===== src/logic/vif_pkg.sv =====
package vif_pkg;

  // ---------------------------------------------------------------
  // subaddresses
  // ---------------------------------------------------------------
  localparam logic [7:0] SUB_DELAY_TRIM = 8'h01;
  localparam logic [7:0] SUB_CTL_FIRST = 8'h02;
  localparam logic [7:0] SUB_CTL_SECOND = 8'h03;
  localparam logic [7:0] SUB_GAIN_ONE = 8'h04;
  localparam logic [7:0] SUB_GAIN_TWO = 8'h05;

  // ---------------------------------------------------------------
  // field codes
  // ---------------------------------------------------------------
  localparam logic [3:0] TRIM_NO_UPDATE = 4'hf;
  localparam logic [3:0] TRIM_MIN_DELAY = 4'he;
  localparam logic [3:0] TRIM_RECOMMENDED = 4'h8;
  localparam logic [3:0] TRIM_MAX_DELAY = 4'h0;
  localparam logic [1:0] ANALOG_FUNCTION_SELECT_AMP_ONLY = 2'h2;
  localparam logic [1:0] ANALOG_FUNCTION_SELECT_AMP_FILTER = 2'h3;
  localparam logic [3:0] MODE_CH1_LAST = 4'h1;
  localparam logic [3:0] MODE_COMPOSITE_VIDEO_LAST = 4'h5;
  localparam logic [3:0] MODE_YC_STATIC_LAST = 4'h7;
  localparam logic [3:0] MODE_YC_LAST = 4'h9;
  localparam logic [1:0] MODE_CH2_BASE = 2'h2;
  localparam logic [9:0] ACTIVE_LINE_60HZ = 10'h016;
  localparam logic [9:0] ACTIVE_LINE_50HZ = 10'h018;

  // ---------------------------------------------------------------
  // reset values
  // ---------------------------------------------------------------
  localparam logic [3:0] RST_TRIM = TRIM_RECOMMENDED;
  localparam logic [7:0] RST_CTL_FIRST = 8'h00;
  localparam logic [6:0] RST_CTL_SECOND = 7'h00;
  localparam logic [7:0] RST_GAIN_LOW = 8'h90;

  // ---------------------------------------------------------------
  // serial port
  // ---------------------------------------------------------------
  localparam logic [3:0] BITS_PER_BYTE = 4'h8;
  // arbitrary neutral value
  localparam logic [6:0] DEV_ADDR_DEFAULT = 7'h2a;

  // ---------------------------------------------------------------
  // types
  // ---------------------------------------------------------------
  typedef struct packed {
    logic [1:0] analog_function_select;
    logic [1:0] gain_update_hysteresis;
    logic [3:0] input_mode;
  } vif_ctl1_t;

  typedef struct packed {
    logic clamp_reference_select;
    logic blanking_length_select;
    logic white_peak_disable;
    logic gain_hold;
    logic gain_fix;
    logic channel_two_gain_msb;
    logic channel_one_gain_msb;
  } vif_ctl2_t;

  typedef enum logic [1:0] {
    GAIN_AUTO = 2'b00,
    GAIN_STATIC = 2'b01,
    GAIN_FOLLOW = 2'b11
  } vif_gain_src_t;

  typedef struct packed {
    logic [3:0] delay_trim_field;
    logic amp_enable;
    logic filter_enable;
    logic ch1_active;
    logic ch1_input;
    logic ch2_active;
    logic [1:0] ch2_input;
    logic luma_chroma;
    vif_gain_src_t ch1_gain_src;
    vif_gain_src_t ch2_gain_src;
    logic [8:0] ch1_gain;
    logic [8:0] ch2_gain;
    logic clamp_reference_select;
    logic white_peak_enable;
    logic agc_freeze;
  } vif_fe_ctrl_t;

  typedef enum logic [3:0] {
    I2C_IDLE = 4'b0000,
    I2C_ADDR = 4'b0001,
    I2C_AACK = 4'b0011,
    I2C_SUB = 4'b0010,
    I2C_SACK = 4'b0110,
    I2C_WDAT = 4'b0111,
    I2C_WACK = 4'b0101,
    I2C_RDAT = 4'b0100,
    I2C_RACK = 4'b1100
  } vif_i2c_state_t;

  typedef struct packed {
    vif_i2c_state_t state;
    logic scl_q;
    logic sda_q;
    logic [7:0] shift;
    logic [3:0] cnt;
    logic rw;
    logic [7:0] sub;
    logic sda_oe;
    logic wr_stb;
    logic [7:0] wr_addr;
    logic [7:0] wr_data;
  } vif_i2c_reg_t;

  typedef struct packed {
    logic long_window;
    logic agc_disable;
  } vif_gate_reg_t;

endpackage : vif_pkg


===== src/logic/vif_i2c_slave.sv =====
`timescale 1ns/1ps
module vif_i2c_slave #(
  parameter logic [6:0] DEV_ADDR = vif_pkg::DEV_ADDR_DEFAULT
) (
  input wire logic clk,
  input wire logic rst,
  input wire logic scl_in,
  input wire logic sda_in,
  output logic sda_oe,
  output logic wr_stb,
  output logic [7:0] wr_addr,
  output logic [7:0] wr_data,
  output logic [7:0] rd_addr,
  input wire logic [7:0] rd_data
);
  import vif_pkg::*;

  if (DEV_ADDR[6:3] == 4'h0 || DEV_ADDR[6:3] == 4'hf)
  begin : g_bad_addr
    $error("device address lies in a reserved group");
  end

  vif_i2c_reg_t s;
  vif_i2c_reg_t next_s;
  logic rise;
  logic fall;
  logic start_c;
  logic stop_c;

  assign rise = !s.scl_q && scl_in;
  assign fall = s.scl_q && !scl_in;
  assign start_c = s.scl_q && scl_in && s.sda_q && !sda_in;
  assign stop_c = s.scl_q && scl_in && !s.sda_q && sda_in;

  // ---------------------------------------------------------------
  // byte engine
  // ---------------------------------------------------------------
  always_comb
  begin
    next_s = s;
    next_s.wr_stb = 1'b0;
    next_s.scl_q = scl_in;
    next_s.sda_q = sda_in;
    if (start_c)
    begin
      next_s.state = I2C_ADDR;
      next_s.cnt = 4'h0;
      next_s.sda_oe = 1'b0;
    end
    else if (stop_c)
    begin
      next_s.state = I2C_IDLE;
      next_s.sda_oe = 1'b0;
    end
    else
    begin
      case (s.state)
        I2C_ADDR, I2C_SUB, I2C_WDAT:
        begin
          if (rise && s.cnt < BITS_PER_BYTE)
          begin
            next_s.shift = {s.shift[6:0], sda_in};
            next_s.cnt = s.cnt + 4'h1;
          end
          if (fall && s.cnt == BITS_PER_BYTE)
          begin
            next_s.cnt = 4'h0;
            next_s.sda_oe = 1'b1;
            if (s.state == I2C_ADDR)
            begin
              next_s.rw = s.shift[0];
              next_s.state = I2C_AACK;
              if (s.shift[7:1] != DEV_ADDR)
              begin
                next_s.state = I2C_IDLE;
                next_s.sda_oe = 1'b0;
              end
            end
            else if (s.state == I2C_SUB)
            begin
              next_s.sub = s.shift;
              next_s.state = I2C_SACK;
            end
            else
            begin
              next_s.wr_stb = 1'b1;
              next_s.wr_addr = s.sub;
              next_s.wr_data = s.shift;
              next_s.state = I2C_WACK;
            end
          end
        end
        I2C_AACK:
        begin
          if (fall)
          begin
            if (s.rw)
            begin
              next_s.shift = rd_data;
              next_s.sda_oe = !rd_data[7];
              next_s.sub = s.sub + 8'h01;
              next_s.cnt = 4'h1;
              next_s.state = I2C_RDAT;
            end
            else
            begin
              next_s.sda_oe = 1'b0;
              next_s.state = I2C_SUB;
            end
          end
        end
        I2C_SACK:
        begin
          if (fall)
          begin
            next_s.sda_oe = 1'b0;
            next_s.state = I2C_WDAT;
          end
        end
        I2C_WACK:
        begin
          if (fall)
          begin
            next_s.sda_oe = 1'b0;
            next_s.sub = s.sub + 8'h01;
            next_s.state = I2C_WDAT;
          end
        end
        I2C_RDAT:
        begin
          if (fall)
          begin
            if (s.cnt == BITS_PER_BYTE)
            begin
              next_s.sda_oe = 1'b0;
              next_s.cnt = 4'h0;
              next_s.state = I2C_RACK;
            end
            else
            begin
              next_s.sda_oe = !s.shift[6];
              next_s.shift = {s.shift[6:0], 1'b0};
              next_s.cnt = s.cnt + 4'h1;
            end
          end
        end
        I2C_RACK:
        begin
          if (rise)
          begin
            next_s.state = sda_in ? I2C_IDLE : I2C_AACK;
          end
        end
        default:
        begin
          next_s.state = I2C_IDLE;
        end
      endcase
    end
  end

  always_ff @(posedge clk or posedge rst)
  begin
    if (rst)
    begin
      s <= '{state: I2C_IDLE, scl_q: 1'b1, sda_q: 1'b1, default: '0};
    end
    else
    begin
      s <= next_s;
    end
  end

  assign sda_oe = s.sda_oe;
  assign wr_stb = s.wr_stb;
  assign wr_addr = s.wr_addr;
  assign wr_data = s.wr_data;
  assign rd_addr = s.sub;

endmodule : vif_i2c_slave


===== src/logic/vif_agc_gate.sv =====
`timescale 1ns/1ps
module vif_agc_gate (
  input wire logic clk,
  input wire logic rst,
  input wire logic long_select,
  input wire logic eq_pulse_active,
  input wire logic pre_eq_start,
  input wire logic [9:0] line_number,
  input wire logic field_60hz,
  output logic agc_disable
);
  import vif_pkg::*;

  vif_gate_reg_t s;
  vif_gate_reg_t next_s;
  logic [9:0] end_line;

  // ---------------------------------------------------------------
  // blanking window
  // ---------------------------------------------------------------
  always_comb
  begin
    next_s = s;
    end_line = field_60hz ? ACTIVE_LINE_60HZ : ACTIVE_LINE_50HZ;
    if (pre_eq_start)
    begin
      next_s.long_window = 1'b1;
    end
    else if (line_number == end_line)
    begin
      next_s.long_window = 1'b0;
    end
    next_s.agc_disable = long_select ? next_s.long_window : eq_pulse_active;
  end

  always_ff @(posedge clk or posedge rst)
  begin
    if (rst)
    begin
      s <= '0;
    end
    else
    begin
      s <= next_s;
    end
  end

  assign agc_disable = s.agc_disable;
endmodule : vif_agc_gate


===== src/logic/vif_frontend_ctrl.sv =====
`timescale 1ns/1ps
// How it works
// trim code loads delay; all ones keeps
// function select: amp, amp plus filter, bypass
// modes 0-5: composite from one input
// modes 6,7: luma/chroma, chroma static gain
// modes 8,9: luma/chroma, chroma follows luma
// host avoids reserved modes 10 to 15
// host sets trap bypass for luma/chroma
// clamp reference select while unlocked
// blanking length picks agc disable window
// white peak disable bit turns control off
// gain hold freezes agc integrator
// gain fix selects static gain both channels
// host avoids clamp ref with white peak
// channel one static gain nine bits
// channel two static gain nine bits
// host writes zero to unused bits
// registers hold value until rewritten
module vif_frontend_ctrl #(
  parameter logic [6:0] DEV_ADDR = vif_pkg::DEV_ADDR_DEFAULT
) (
  input wire logic clk,
  input wire logic rst,
  input wire logic scl_in,
  input wire logic sda_in,
  output logic sda_out,
  output logic sda_oe,
  input wire logic eq_pulse_active,
  input wire logic pre_eq_start,
  input wire logic [9:0] line_number,
  input wire logic field_60hz,
  output vif_pkg::vif_fe_ctrl_t fe_ctrl,
  output logic agc_disable
);
  import vif_pkg::*;

  typedef struct packed {
    logic [3:0] trim;
    vif_ctl1_t ctl1;
    vif_ctl2_t ctl2;
    logic [7:0] gain1_low;
    logic [7:0] gain2_low;
    vif_fe_ctrl_t out;
  } vif_top_reg_t;

  vif_top_reg_t s;
  vif_top_reg_t next_s;
  logic wr_stb;
  logic [7:0] wr_addr;
  logic [7:0] wr_data;
  logic [7:0] rd_addr;
  logic [7:0] rd_data;

  // ---------------------------------------------------------------
  // helpers
  // ---------------------------------------------------------------
  function automatic logic is_composite_video(input logic [3:0] mode);
    is_composite_video = (mode <= MODE_COMPOSITE_VIDEO_LAST);
  endfunction : is_composite_video

  function automatic logic is_yc(input logic [3:0] mode);
    is_yc = (mode > MODE_COMPOSITE_VIDEO_LAST) && (mode <= MODE_YC_LAST);
  endfunction : is_yc

  function automatic logic [7:0] reg_read(input vif_top_reg_t r, input logic [7:0] a);
    case (a)
      SUB_DELAY_TRIM: reg_read = {4'h0, r.trim};
      SUB_CTL_FIRST: reg_read = r.ctl1;
      SUB_CTL_SECOND: reg_read = {1'b0, r.ctl2};
      SUB_GAIN_ONE: reg_read = r.gain1_low;
      SUB_GAIN_TWO: reg_read = r.gain2_low;
      default: reg_read = 8'h00;
    endcase
  endfunction : reg_read

  // ---------------------------------------------------------------
  // serial port and agc window
  // ---------------------------------------------------------------
  vif_i2c_slave #(
    .DEV_ADDR(DEV_ADDR)
  ) u_port (
    .clk(clk),
    .rst(rst),
    .scl_in(scl_in),
    .sda_in(sda_in),
    .sda_oe(sda_oe),
    .wr_stb(wr_stb),
    .wr_addr(wr_addr),
    .wr_data(wr_data),
    .rd_addr(rd_addr),
    .rd_data(rd_data)
  );

  vif_agc_gate u_gate (
    .clk(clk),
    .rst(rst),
    .long_select(s.ctl2.blanking_length_select),
    .eq_pulse_active(eq_pulse_active),
    .pre_eq_start(pre_eq_start),
    .line_number(line_number),
    .field_60hz(field_60hz),
    .agc_disable(agc_disable)
  );

  assign rd_data = reg_read(s, rd_addr);
  assign sda_out = 1'b0;

  // ---------------------------------------------------------------
  // registers and routing
  // ---------------------------------------------------------------
  always_comb
  begin
    next_s = s;
    if (wr_stb)
    begin
      case (wr_addr)
        SUB_DELAY_TRIM: next_s.trim = wr_data[3:0];
        SUB_CTL_FIRST: next_s.ctl1 = wr_data;
        SUB_CTL_SECOND: next_s.ctl2 = wr_data[6:0];
        SUB_GAIN_ONE: next_s.gain1_low = wr_data;
        SUB_GAIN_TWO: next_s.gain2_low = wr_data;
        default: ;
      endcase
    end
    if (s.trim != TRIM_NO_UPDATE)
    begin
      next_s.out.delay_trim_field = s.trim;
    end
    next_s.out.amp_enable = s.ctl1.analog_function_select[1];
    next_s.out.filter_enable = (s.ctl1.analog_function_select == ANALOG_FUNCTION_SELECT_AMP_FILTER);
    if (is_composite_video(s.ctl1.input_mode))
    begin
      next_s.out.luma_chroma = 1'b0;
      next_s.out.ch1_active = (s.ctl1.input_mode <= MODE_CH1_LAST);
      next_s.out.ch1_input = s.ctl1.input_mode[0];
      next_s.out.ch2_active = (s.ctl1.input_mode > MODE_CH1_LAST);
      next_s.out.ch2_input = s.ctl1.input_mode[1:0] - MODE_CH2_BASE;
      next_s.out.ch1_gain_src = GAIN_AUTO;
      next_s.out.ch2_gain_src = GAIN_AUTO;
    end
    else if (is_yc(s.ctl1.input_mode))
    begin
      next_s.out.luma_chroma = 1'b1;
      next_s.out.ch1_active = 1'b1;
      next_s.out.ch2_active = 1'b1;
      next_s.out.ch1_input = s.ctl1.input_mode[0];
      next_s.out.ch2_input = {1'b0, s.ctl1.input_mode[0]};
      next_s.out.ch1_gain_src = GAIN_AUTO;
      if (s.ctl1.input_mode <= MODE_YC_STATIC_LAST)
      begin
        next_s.out.ch2_gain_src = GAIN_STATIC;
      end
      else
      begin
        next_s.out.ch2_gain_src = GAIN_FOLLOW;
      end
    end
    if (s.ctl2.gain_fix)
    begin
      next_s.out.ch1_gain_src = GAIN_STATIC;
      next_s.out.ch2_gain_src = GAIN_STATIC;
    end
    next_s.out.ch1_gain = {s.ctl2.channel_one_gain_msb, s.gain1_low};
    next_s.out.ch2_gain = {s.ctl2.channel_two_gain_msb, s.gain2_low};
    next_s.out.clamp_reference_select = s.ctl2.clamp_reference_select;
    next_s.out.white_peak_enable = !s.ctl2.white_peak_disable;
    next_s.out.agc_freeze = s.ctl2.gain_hold;
  end

  always_ff @(posedge clk or posedge rst)
  begin
    if (rst)
    begin
      s <= '{trim: RST_TRIM, ctl1: RST_CTL_FIRST, ctl2: RST_CTL_SECOND,
             gain1_low: RST_GAIN_LOW, gain2_low: RST_GAIN_LOW,
             out: '{delay_trim_field: RST_TRIM, ch1_active: 1'b1,
                    ch1_gain_src: GAIN_AUTO, ch2_gain_src: GAIN_AUTO,
                    ch1_gain: {1'b0, RST_GAIN_LOW}, ch2_gain: {1'b0, RST_GAIN_LOW},
                    white_peak_enable: 1'b1, default: '0}};
    end
    else
    begin
      s <= next_s;
    end
  end

  assign fe_ctrl = s.out;
endmodule : vif_frontend_ctrl


===== config.mk =====
export PLATFORM = sky130hd
export DESIGN_NAME = vif_frontend_ctrl
export DESIGN_NICKNAME = d
export VERILOG_FILES = /design/src/logic/vif_pkg.sv /design/src/logic/vif_i2c_slave.sv /design/src/logic/vif_agc_gate.sv /design/src/logic/vif_frontend_ctrl.sv
export SDC_FILE = /design/constraint.sdc
export NUM_CORES = 1
export LEC_CHECK = 0
export ABC_AREA = 1
export BUFFER_PORTS_ARGS = -buffer_cell sky130_fd_sc_hd__buf_2
export CELL_PAD_IN_SITES_DETAIL_PLACEMENT = 0
export CELL_PAD_IN_SITES_GLOBAL_PLACEMENT = 1
export CORE_AREA = 5 5 135 137
export DETAILED_ROUTE_END_ITERATION = 6
export DIE_AREA = 0 0 140 142
export GPL_ROUTABILITY_DRIVEN = 0
export PLACE_DENSITY = 0.63
export SLEW_MARGIN = 20
export SYNTH_ARGS = -nofsm -noshare
export SYNTH_HDL_FRONTEND = slang
export SYNTH_SLANG_ARGS = --single-unit

===== constraint.sdc =====
create_clock -name clk -period 9.95 [get_ports clk]
set_input_delay 1.4925 -clock clk [delete_from_list [all_inputs] [get_ports clk]]
set_output_delay 1.4925 -clock clk [all_outputs]
set_load 0.01 [all_outputs]

**After elaboration in Yosys (flattened, before gate mapping)**

Index checks and enable logic that the tools add are counted.

- Output and inout port bits: 40
- Word-level logic and storage cells: 192
- Input bits: 17
- Register bits: 119

- Equal/unequal tests: 45
- $lt $le $gt $ge: 7
- Mux-type cells: 55
- Bitwise gates (word level): 4
- Reductions and logical operators: 37
- Add/sub/neg operators: 3

Operators by type and width:

| operator | count |
|---|---|
| 17-bit two-way mux | 5 |
| 4-bit two-way mux | 13 |
| 12-bit two-way mux | 4 |
| 8-bit one-hot mux with 5 select lines | 1 |
| 4-bit by 1-bit inequality test with 1-bit output, second input constant | 9 |
| 12-bit one-hot mux with 3 select lines | 1 |
| 8-bit by 2-bit == test with 1-bit output, second input constant | 4 |
| 8-bit by 3-bit == test with 1-bit output, second input constant | 4 |
| 8-bit two-way mux | 4 |
| 31-bit two-way mux | 1 |
| 8-bit one-hot mux with 3 select lines | 1 |
| 6-bit AND reduction | 4 |
| 10-bit two-way mux | 2 |
| 4-bit one-hot mux with 5 select lines | 1 |
| 9-bit two-way mux | 2 |
| 4-bit by 3-bit == test with 1-bit output, second input constant | 4 |
| 8-bit by 1-bit == test with 1-bit output, second input constant | 2 |
| 2-bit by 1-bit inequality test with 1-bit output, second input constant | 8 |
| 1-bit two-way mux | 13 |
| 13-bit two-way mux | 1 |
| 10-bit == test | 1 |
| 1-bit logical AND | 10 |
| 2-bit AND reduction | 5 |
| 3-bit by 1-bit inequality test with 1-bit output, second input constant | 3 |
| other kinds (30) | 48 |

**Logic depth before layout (Yosys ltp)**

Gate-level depths: netlist (run 1).

- Depth after elaboration: 8
- Mapped depth: 12
- Mapped depth without buffers: 11

**Cells and area by module**

From an unflattened synthesis (run 1), not the netlist that was laid out.

- Cells, all modules: 790
- Area total of the unflattened synthesis: 6262.3 µm²

By module, submodules not included:

| module | sequential area each (µm²) | area an instance (µm²) | times used | cells each |
|---|---|---|---|---|
| vif_frontend_ctrl | 1766.7 | 3238.1 | 1 | 369 |
| vif_i2c_slave | 1128.6 | 2860.2 | 1 | 390 |
| vif_agc_gate | 50.0 | 163.9 | 1 | 31 |

**Least setup slack after synthesis (run 1)**

No wires, ideal clock.

- Kind: input to register
- From: in sda_in
- To: reg u_port.s, in the netlist u_port.rd_addr[0]
- Slack: 7.310 ns
- Data arrival time: 2.517 ns
- Setup time: 0.123 ns
- Buffers on the path: 1
- Required time: 9.827 ns
- Cell stages on the path: 10
- Cells stage by stage: inv_1 -> nand4_1 -> nand2_1 -> nor2_1 -> nand2_1 -> nor2_4 -> nand2_2 -> buf_6 -> nand2_1 -> o21ai_2

- Word-level cells in the longest chain between the ends: 4
- Elaborated cells between the ends (all ways): 6
- Classes of those cells: bitwise: 2; reduce/logical: 4

RTL lines:

| item | RTL line | RTL |
|---|---|---|
| start, declared | vif_frontend_ctrl.sv:26 | `input wire logic sda_in,` |
| 1-bit zero test | vif_i2c_slave.sv:32 | `assign start_c = s.scl_q && scl_in && s.sda_q && !sda_in;` |
| 1-bit logical AND | vif_i2c_slave.sv:32 |  |
| 1-bit inverter (no source line) | - |  |
| 9-bit AND reduction (no source line) (*) | - |  |
| end signal, assigned | vif_i2c_slave.sv:170 | `s <= next_s;` |
| end, declared | vif_i2c_slave.sv:23 | `vif_i2c_reg_t s;` |

Mark *: on every way between the ends. The rest lies on a longest branch, timed or not.
A chain may end at the register's enable or synchronous reset.

**Worst setup path after layout (run 1)**

- From: in scl_in
- To: reg u_port.s, in the netlist u_port.wr_addr[5]

- Word-level cells in the longest chain between the ends: 5
- Elaborated cells between the ends (all ways): 11
- Classes of those cells: bitwise: 2; reduce/logical: 9

RTL lines:

| item | RTL line | RTL |
|---|---|---|
| start, declared | vif_frontend_ctrl.sv:25 | `input wire logic scl_in,` |
| 1-bit logical AND | vif_i2c_slave.sv:32, vif_i2c_slave.sv:33 |  |
| 1-bit logical AND, on equally long branches (2 in a row) | vif_i2c_slave.sv:32, vif_i2c_slave.sv:33 |  |
| 1-bit inverter (no source line) | - |  |
| 6-bit AND reduction (no source line) (*) | - |  |

Marks and branches as above.

==> results.json, run 1 <==
{
  "start_util_pct": 34.2,
  "final_common_cell": "nand2_1",
  "dr.pass1.iters": 5,
  "min_period_over_period_pct": 28.4,
  "dp_hpwl_mm": 9.81,
  "hold_viol": 0,
  "yosys_warnings": 0,
  "fmax_mhz": 353,
  "finClkSkew_ps": 6.11,
  "grt_pass1_vias": 4544,
  "cts_tree": "yes",
  "p_per_area_nw_per_um2": 196,
  "avgSynthCellArea_um2": 8.07,
  "antenna_found_initial": 0,
  "critPathMaxFanout": 24,
  "syn_area_um2": 5790,
  "clkLatencyLatePin_ps": 420,
  "place_area_um2": 6020,
  "dp_cells": 951,
  "final_antenna_net_count": 0,
  "drtIter0Drc": 289,
  "fin_nets": 768,
  "grt_start_max_net_pins": 66,
  "cts_setup_buffers": 0,
  "fin_setup_tns_ps": 0,
  "slew_headroom_pct": 45.2,
  "synth_flop_cell": "dfrtp_1",
  "critPathRequiredTime_ps": 10250,
  "drc": 0,
  "status": "finished clean",
  "synth-seq-area-share_pct": 50.9,
  "via_per_inst": 4.63,
  "wl_per_cell_um": 13.8,
  "cts_sinks": 117,
  "slew_viol_final": 0,
  "start_kind": "input pin",
  "worstMarginPinSlew_ps": 820,
  "io_buffers": 54,
  "routed-via-count": 4553,
  "critPathKind": "input pin to flip-flop",
  "cts_buffers": 17,
  "cts_buffer_depth": 2,
  "cap_violations": 0,
  "drive_gt1_share_pct": 16.8,
  "hp-class": "flip-flop to flip-flop",
  "routed_wl_mm": 13.6,
  "ys_types": 38,
  "syn_inst": 717,
  "die_h_um": 142,
  "cts_htree_levels": 4,
  "rsz0062_at_grt": "false",
  "min_period_ps": 2830,
  "whs_ps": 373,
  "synth_seq_cells": 117,
  "design_area_um2": 6590,
  "coreArea_um2": 16900,
  "die_width_um": 140,
  "ctsResizeCount": 0,
  "critical_path.endpoint_type": "flip-flop",
  "async_flop_share_pct": 100,
  "die_area_um2": 19900,
  "root_buffer": "clkbuf_16",
  "grt.total_usage_pct": 14.5,
  "antenna_cells": 0,
  "gr-total-overflow": 0,
  "floorplan.rows": 48,
  "power_leakage_nw": 3.31,
  "crit_arrival_ps": 3130,
  "finalSetupViolCount": 0,
  "vdd_drop_max_mv": 0.117,
  "grt_pass1_wl_mm": 23.2,
  "final_cell_mix": "215 x nand2_1, 103 x dfrtp_1, 81 x nor2_1",
  "synth_edf_count": 0,
  "cts_hold_buf": 0,
  "ioPinCount": 57,
  "post-route-util_pct": 38.9,
  "clkTransAtPathRegs_ps": 60,
  "fin_cells": 983,
  "area_growth_pct": 13.8
}
-- cell usage after synthesis, types with 5 or more instances --
master   count  area [um2]
nor3_1       5        25.0
ha_1         6        75.1
inv_1       61         229
nand3_1     43         215
dfrtp_1    103        2580
nor2_1      81         304
nand2_1    215         807
buf_4       38         285
nor2_2       6        37.5
a21oi_1     14        70.1
nand4_1     12        75.1
o21ai_0     63         315
dfstp_2     14         368
-- per-layer routing --
layer  GRT usage (%)  part of all wire, %  vias to the layer above
li1                -                    -                     2324
met5               0                    0                        -
met1            19.3                   48                     2122
met2            23.3                   47                       92
met3            3.49                  4.3                       15
met4            4.95                  1.3                        0
-- critical path, stage by stage --
cell and delay [ps]:
buf_2 130, nor2_2 220, nand2_1 230, nor2_2 680, inv_2 180, nand2_1 100
o21ai_0 80
-- flip-flops by register name (all words and copies together) (netlist names) --
| name | count |
|---|---|
| fe_ctrl | 35 |
| next_s | 21 |
| s | 14 |
| u_gate.agc_disable | 1 |
| u_gate.s | 1 |
| u_port.rd_addr | 8 |
| u_port.s | 19 |
| u_port.sda_oe | 1 |
| u_port.wr_addr | 8 |
| u_port.wr_data | 8 |
| u_port.wr_stb | 1 |
-- metrics by stage --
step / setup slack (ps) / power (W)
global placement: 6780 / 0.000707
detailed placement: 6680 / 0.000709
global route: 6840 / 0.00135
CTS: 7120 / 0.00130
finish: 7120 / 0.00129
floorplan: 5380 / 0.000662
-- final cells by class --
| class | instances | area [um2] |
|---|---|---|
| clock buffers | 17 | 425 |
| well taps | 225 | 282 |
| flip-flops and latches | 117 | 2950 |
| repair buffers | 55 | 278 |
| inverters | 65 | 246 |
| multi-input cells | 489 | 2270 |
| fillers | 1747 | 10300 |
| clock inverters | 15 | 141 |
-- path summary, 6_finish.rpt --
path | startpoint | end | slack, ps | cells after the start
min reg2reg | next_s[19] | fe_ctrl[19] | 370 | 0
max | scl_in | u_port.wr_addr[5] | 7120 | 7
max in group asynchronous | rst | s[69] | 7580 | 3
min | next_s[19] | fe_ctrl[19] | 370 | 0
max reg2reg | u_port.s[27] | u_port.wr_addr[5] | 7510 | 9
min in group asynchronous | rst | s[64] | 1220 | 2
-- power by group --
group | switching (W) | total (W) | internal (W)
sequential | 0.0000388 | 0.000540 | 0.000501
clock | 0.000241 | 0.000589 | 0.000348
combinational | 0.000107 | 0.000160 | 0.0000528
total | 0.000387 | 0.00129 | 0.000902
-- logic make-up after synthesis --
| family | after synthesis | share of synthesized area [%] |
|---|---|---|
| AND/OR/NAND/NOR | 379 | 27.6 |
| flip-flops | 117 | 50.9 |
| buffers and inverters | 112 | 9.95 |
| AO/OA/AOI/OAI | 99 | 9.71 |
| adder cells (fa/ha/maj) | 6 | 1.30 |
| XOR/XNOR | 3 | 0.454 |
| other | 1 | 0.0648 |
Note: power is estimated with default switching activity, not from simulation.
==> run 2: changes to the inputs <==
==> constraint.sdc (replaced) <==
create_clock -name clk -period 2.67 [get_ports clk]
set_input_delay 0.4005 -clock clk [delete_from_list [all_inputs] [get_ports clk]]
set_output_delay 0.4005 -clock clk [all_outputs]
set_load 0.01 [all_outputs]
==> run 2 against run 1 <==
Against the previous run:
- total power increased to 3.9 times the previous value
- via count is 0.42% lower
- core utilization rose by 0.77 points
- largest power group unchanged
==> results.json, run 2 (same netlist as run 1, synthesis figures left out) <==
{
  "final_cell_mix": "215 x nand2_1, 103 x dfrtp_1, 81 x nor2_1",
  "clkTransAtPathRegs_ps": 60,
  "power_leakage_nw": 3.37,
  "fmax_mhz": 463,
  "dr.pass1.iters": 5,
  "reg2reg_depth": 10,
  "dp_hpwl_mm": 10.2,
  "rsz0062_at_grt": "false",
  "hold_viol": 0,
  "wl_per_cell_um": 13.9,
  "via_per_inst": 4.58,
  "grt.total_usage_pct": 14.6,
  "vdd_drop_max_mv": 0.451,
  "place_area_um2": 6080,
  "drtIter0Drc": 244,
  "critPathRequiredTime_ps": 3020,
  "cts_setup_buffers": 0,
  "cts_htree_levels": 4,
  "ioPinCount": 57,
  "grt_start_max_net_pins": 56,
  "min_period_over_period_pct": 80.9,
  "slew_viol_final": 0,
  "gr-total-overflow": 0,
  "p_int_w": 0.00360,
  "die_h_um": 142,
  "cts_buffers": 17,
  "max_stage_delay_ps": 460,
  "floorplan.rows": 48,
  "start_util_pct": 34.2,
  "worstMarginPinSlew_ps": 566,
  "die_area_um2": 19900,
  "design_area_um2": 6720,
  "die_width_um": 140,
  "fin_setup_tns_ps": 0,
  "crit_top_cell": "nand2_1",
  "antenna_cells": 0,
  "place_ws_ps": 562,
  "hp-class": "input pin to flip-flop",
  "slew_headroom_pct": 62.2,
  "root_buffer": "clkbuf_16",
  "p_per_area_nw_per_um2": 744,
  "drive_gt1_share_pct": 17.3,
  "final_antenna_net_count": 0,
  "cts_sinks": 117,
  "power_switching_share_pct": 28.0,
  "routed_wl_mm": 13.7,
  "setup_ws_ps": 509,
  "combPwrFrac_pct": 12.1,
  "routed-via-count": 4534,
  "critPathKind": "flip-flop to flip-flop",
  "grt_pass1_vias": 4468,
  "grt_pass1_wl_mm": 23.4,
  "clkPwrFrac_pct": 47.5,
  "holdPathStages": 1,
  "slowest_stage": "nor2_1",
  "switching_power_w": 0.00140,
  "cts_buffer_depth": 2,
  "min_period_ps": 2160,
  "start_kind": "flip-flop",
  "final_common_cell": "nand2_1",
  "antenna_found_initial": 0,
  "area_growth_pct": 16.1,
  "cap_violations": 0,
  "clkLatencyLatePin_ps": 420,
  "crit_arrival_ps": 2510,
  "fin_nets": 774,
  "finalSetupViolCount": 0,
  "path_cells": "inv_1 > ha_1 > nand2_1 > nor2_1 > nand2_1 > nor2_1 > nand2_1 > nand2_1 > nand3_1 > nand2_1",
  "cts_tree": "yes",
  "seq_power_share_pct": 40.4,
  "coreArea_um2": 16900,
  "critical_path.endpoint_type": "flip-flop",
  "largest_reg_flops": 35,
  "drc": 0,
  "critPathMaxFanout": 8,
  "finClkSkew_ps": 11.4,
  "status": "finished clean",
  "io_buffers": 54
}
[run 2: critical path: cells and delay by family (launching register included)]
kind / cells / cell delay (ps)
fa+ha+maj: 1 / 170
flops: 1 / 450
simple gates: 8 / 1390
buf+inv: 1 / 90
[run 2: area by class of cell]
cell class	count	area [um2]
clock buffers	19	453
clock inverters	13	170
fillers	1743	10200
inverters	65	248
multi-input cells	489	2270
flip-flops and latches	117	2950
well taps	225	282
repair buffers	61	350
[run 2: stage by stage]
stage	std cells	hold WS (ps)	total power [W]	utilization (%)
after floorplan	718	361	0.00247	-
after global placement	956	352	0.00265	35.9
after detailed placement	956	354	0.00266	35.9
after CTS	989	77.2	0.00506	39.7
after global routing	989	78.9	0.00526	39.7
final	989	92.4	0.00500	39.7
[run 2: layer usage]
| layer | track usage, % | vias up | wire length (um) |
|---|---|---|---|
| li1 | - | 2342 | - |
| met1 | 19.6 | 2104 | 6540 |
| met2 | 23.3 | 76 | 6450 |
| met3 | 3.70 | 12 | 587 |
| met4 | 4.49 | 0 | 127 |
| met5 | 0 | - | 0 |
[run 2: final timing paths]
| kind | to | slack [ps] | from |
|---|---|---|---|
| max in group asynchronous | next_s[19] | 1560 | rst |
| worst min-delay path | u_port.s[39] | 90 | sda_in |
| worst max register to register | u_port.rd_addr[4] | 510 | u_port.s[27] |
| worst min register to register | fe_ctrl[19] | 380 | next_s[19] |
| min in group asynchronous | u_port.wr_data[4] | 480 | rst |
| worst max-delay path | u_port.rd_addr[4] | 510 | u_port.s[27] |
[run 2: repair_timing]
action | in CTS | in global routing
endpoints found under the hold margin | 5 | 0
hold buffers | 1 | 0
resized for setup | 0 | 0
[run 2: power by group through the flow]
stage	Combinational (W)	Clock [W]	Sequential, W
detailed placement	0.000610	0	0.00205
CTS	0.000613	0.00243	0.00202
global placement	0.000600	0	0.00205
floorplan	0.000479	0	0.00199
finish	0.000605	0.00237	0.00202
global route	0.000703	0.00252	0.00204
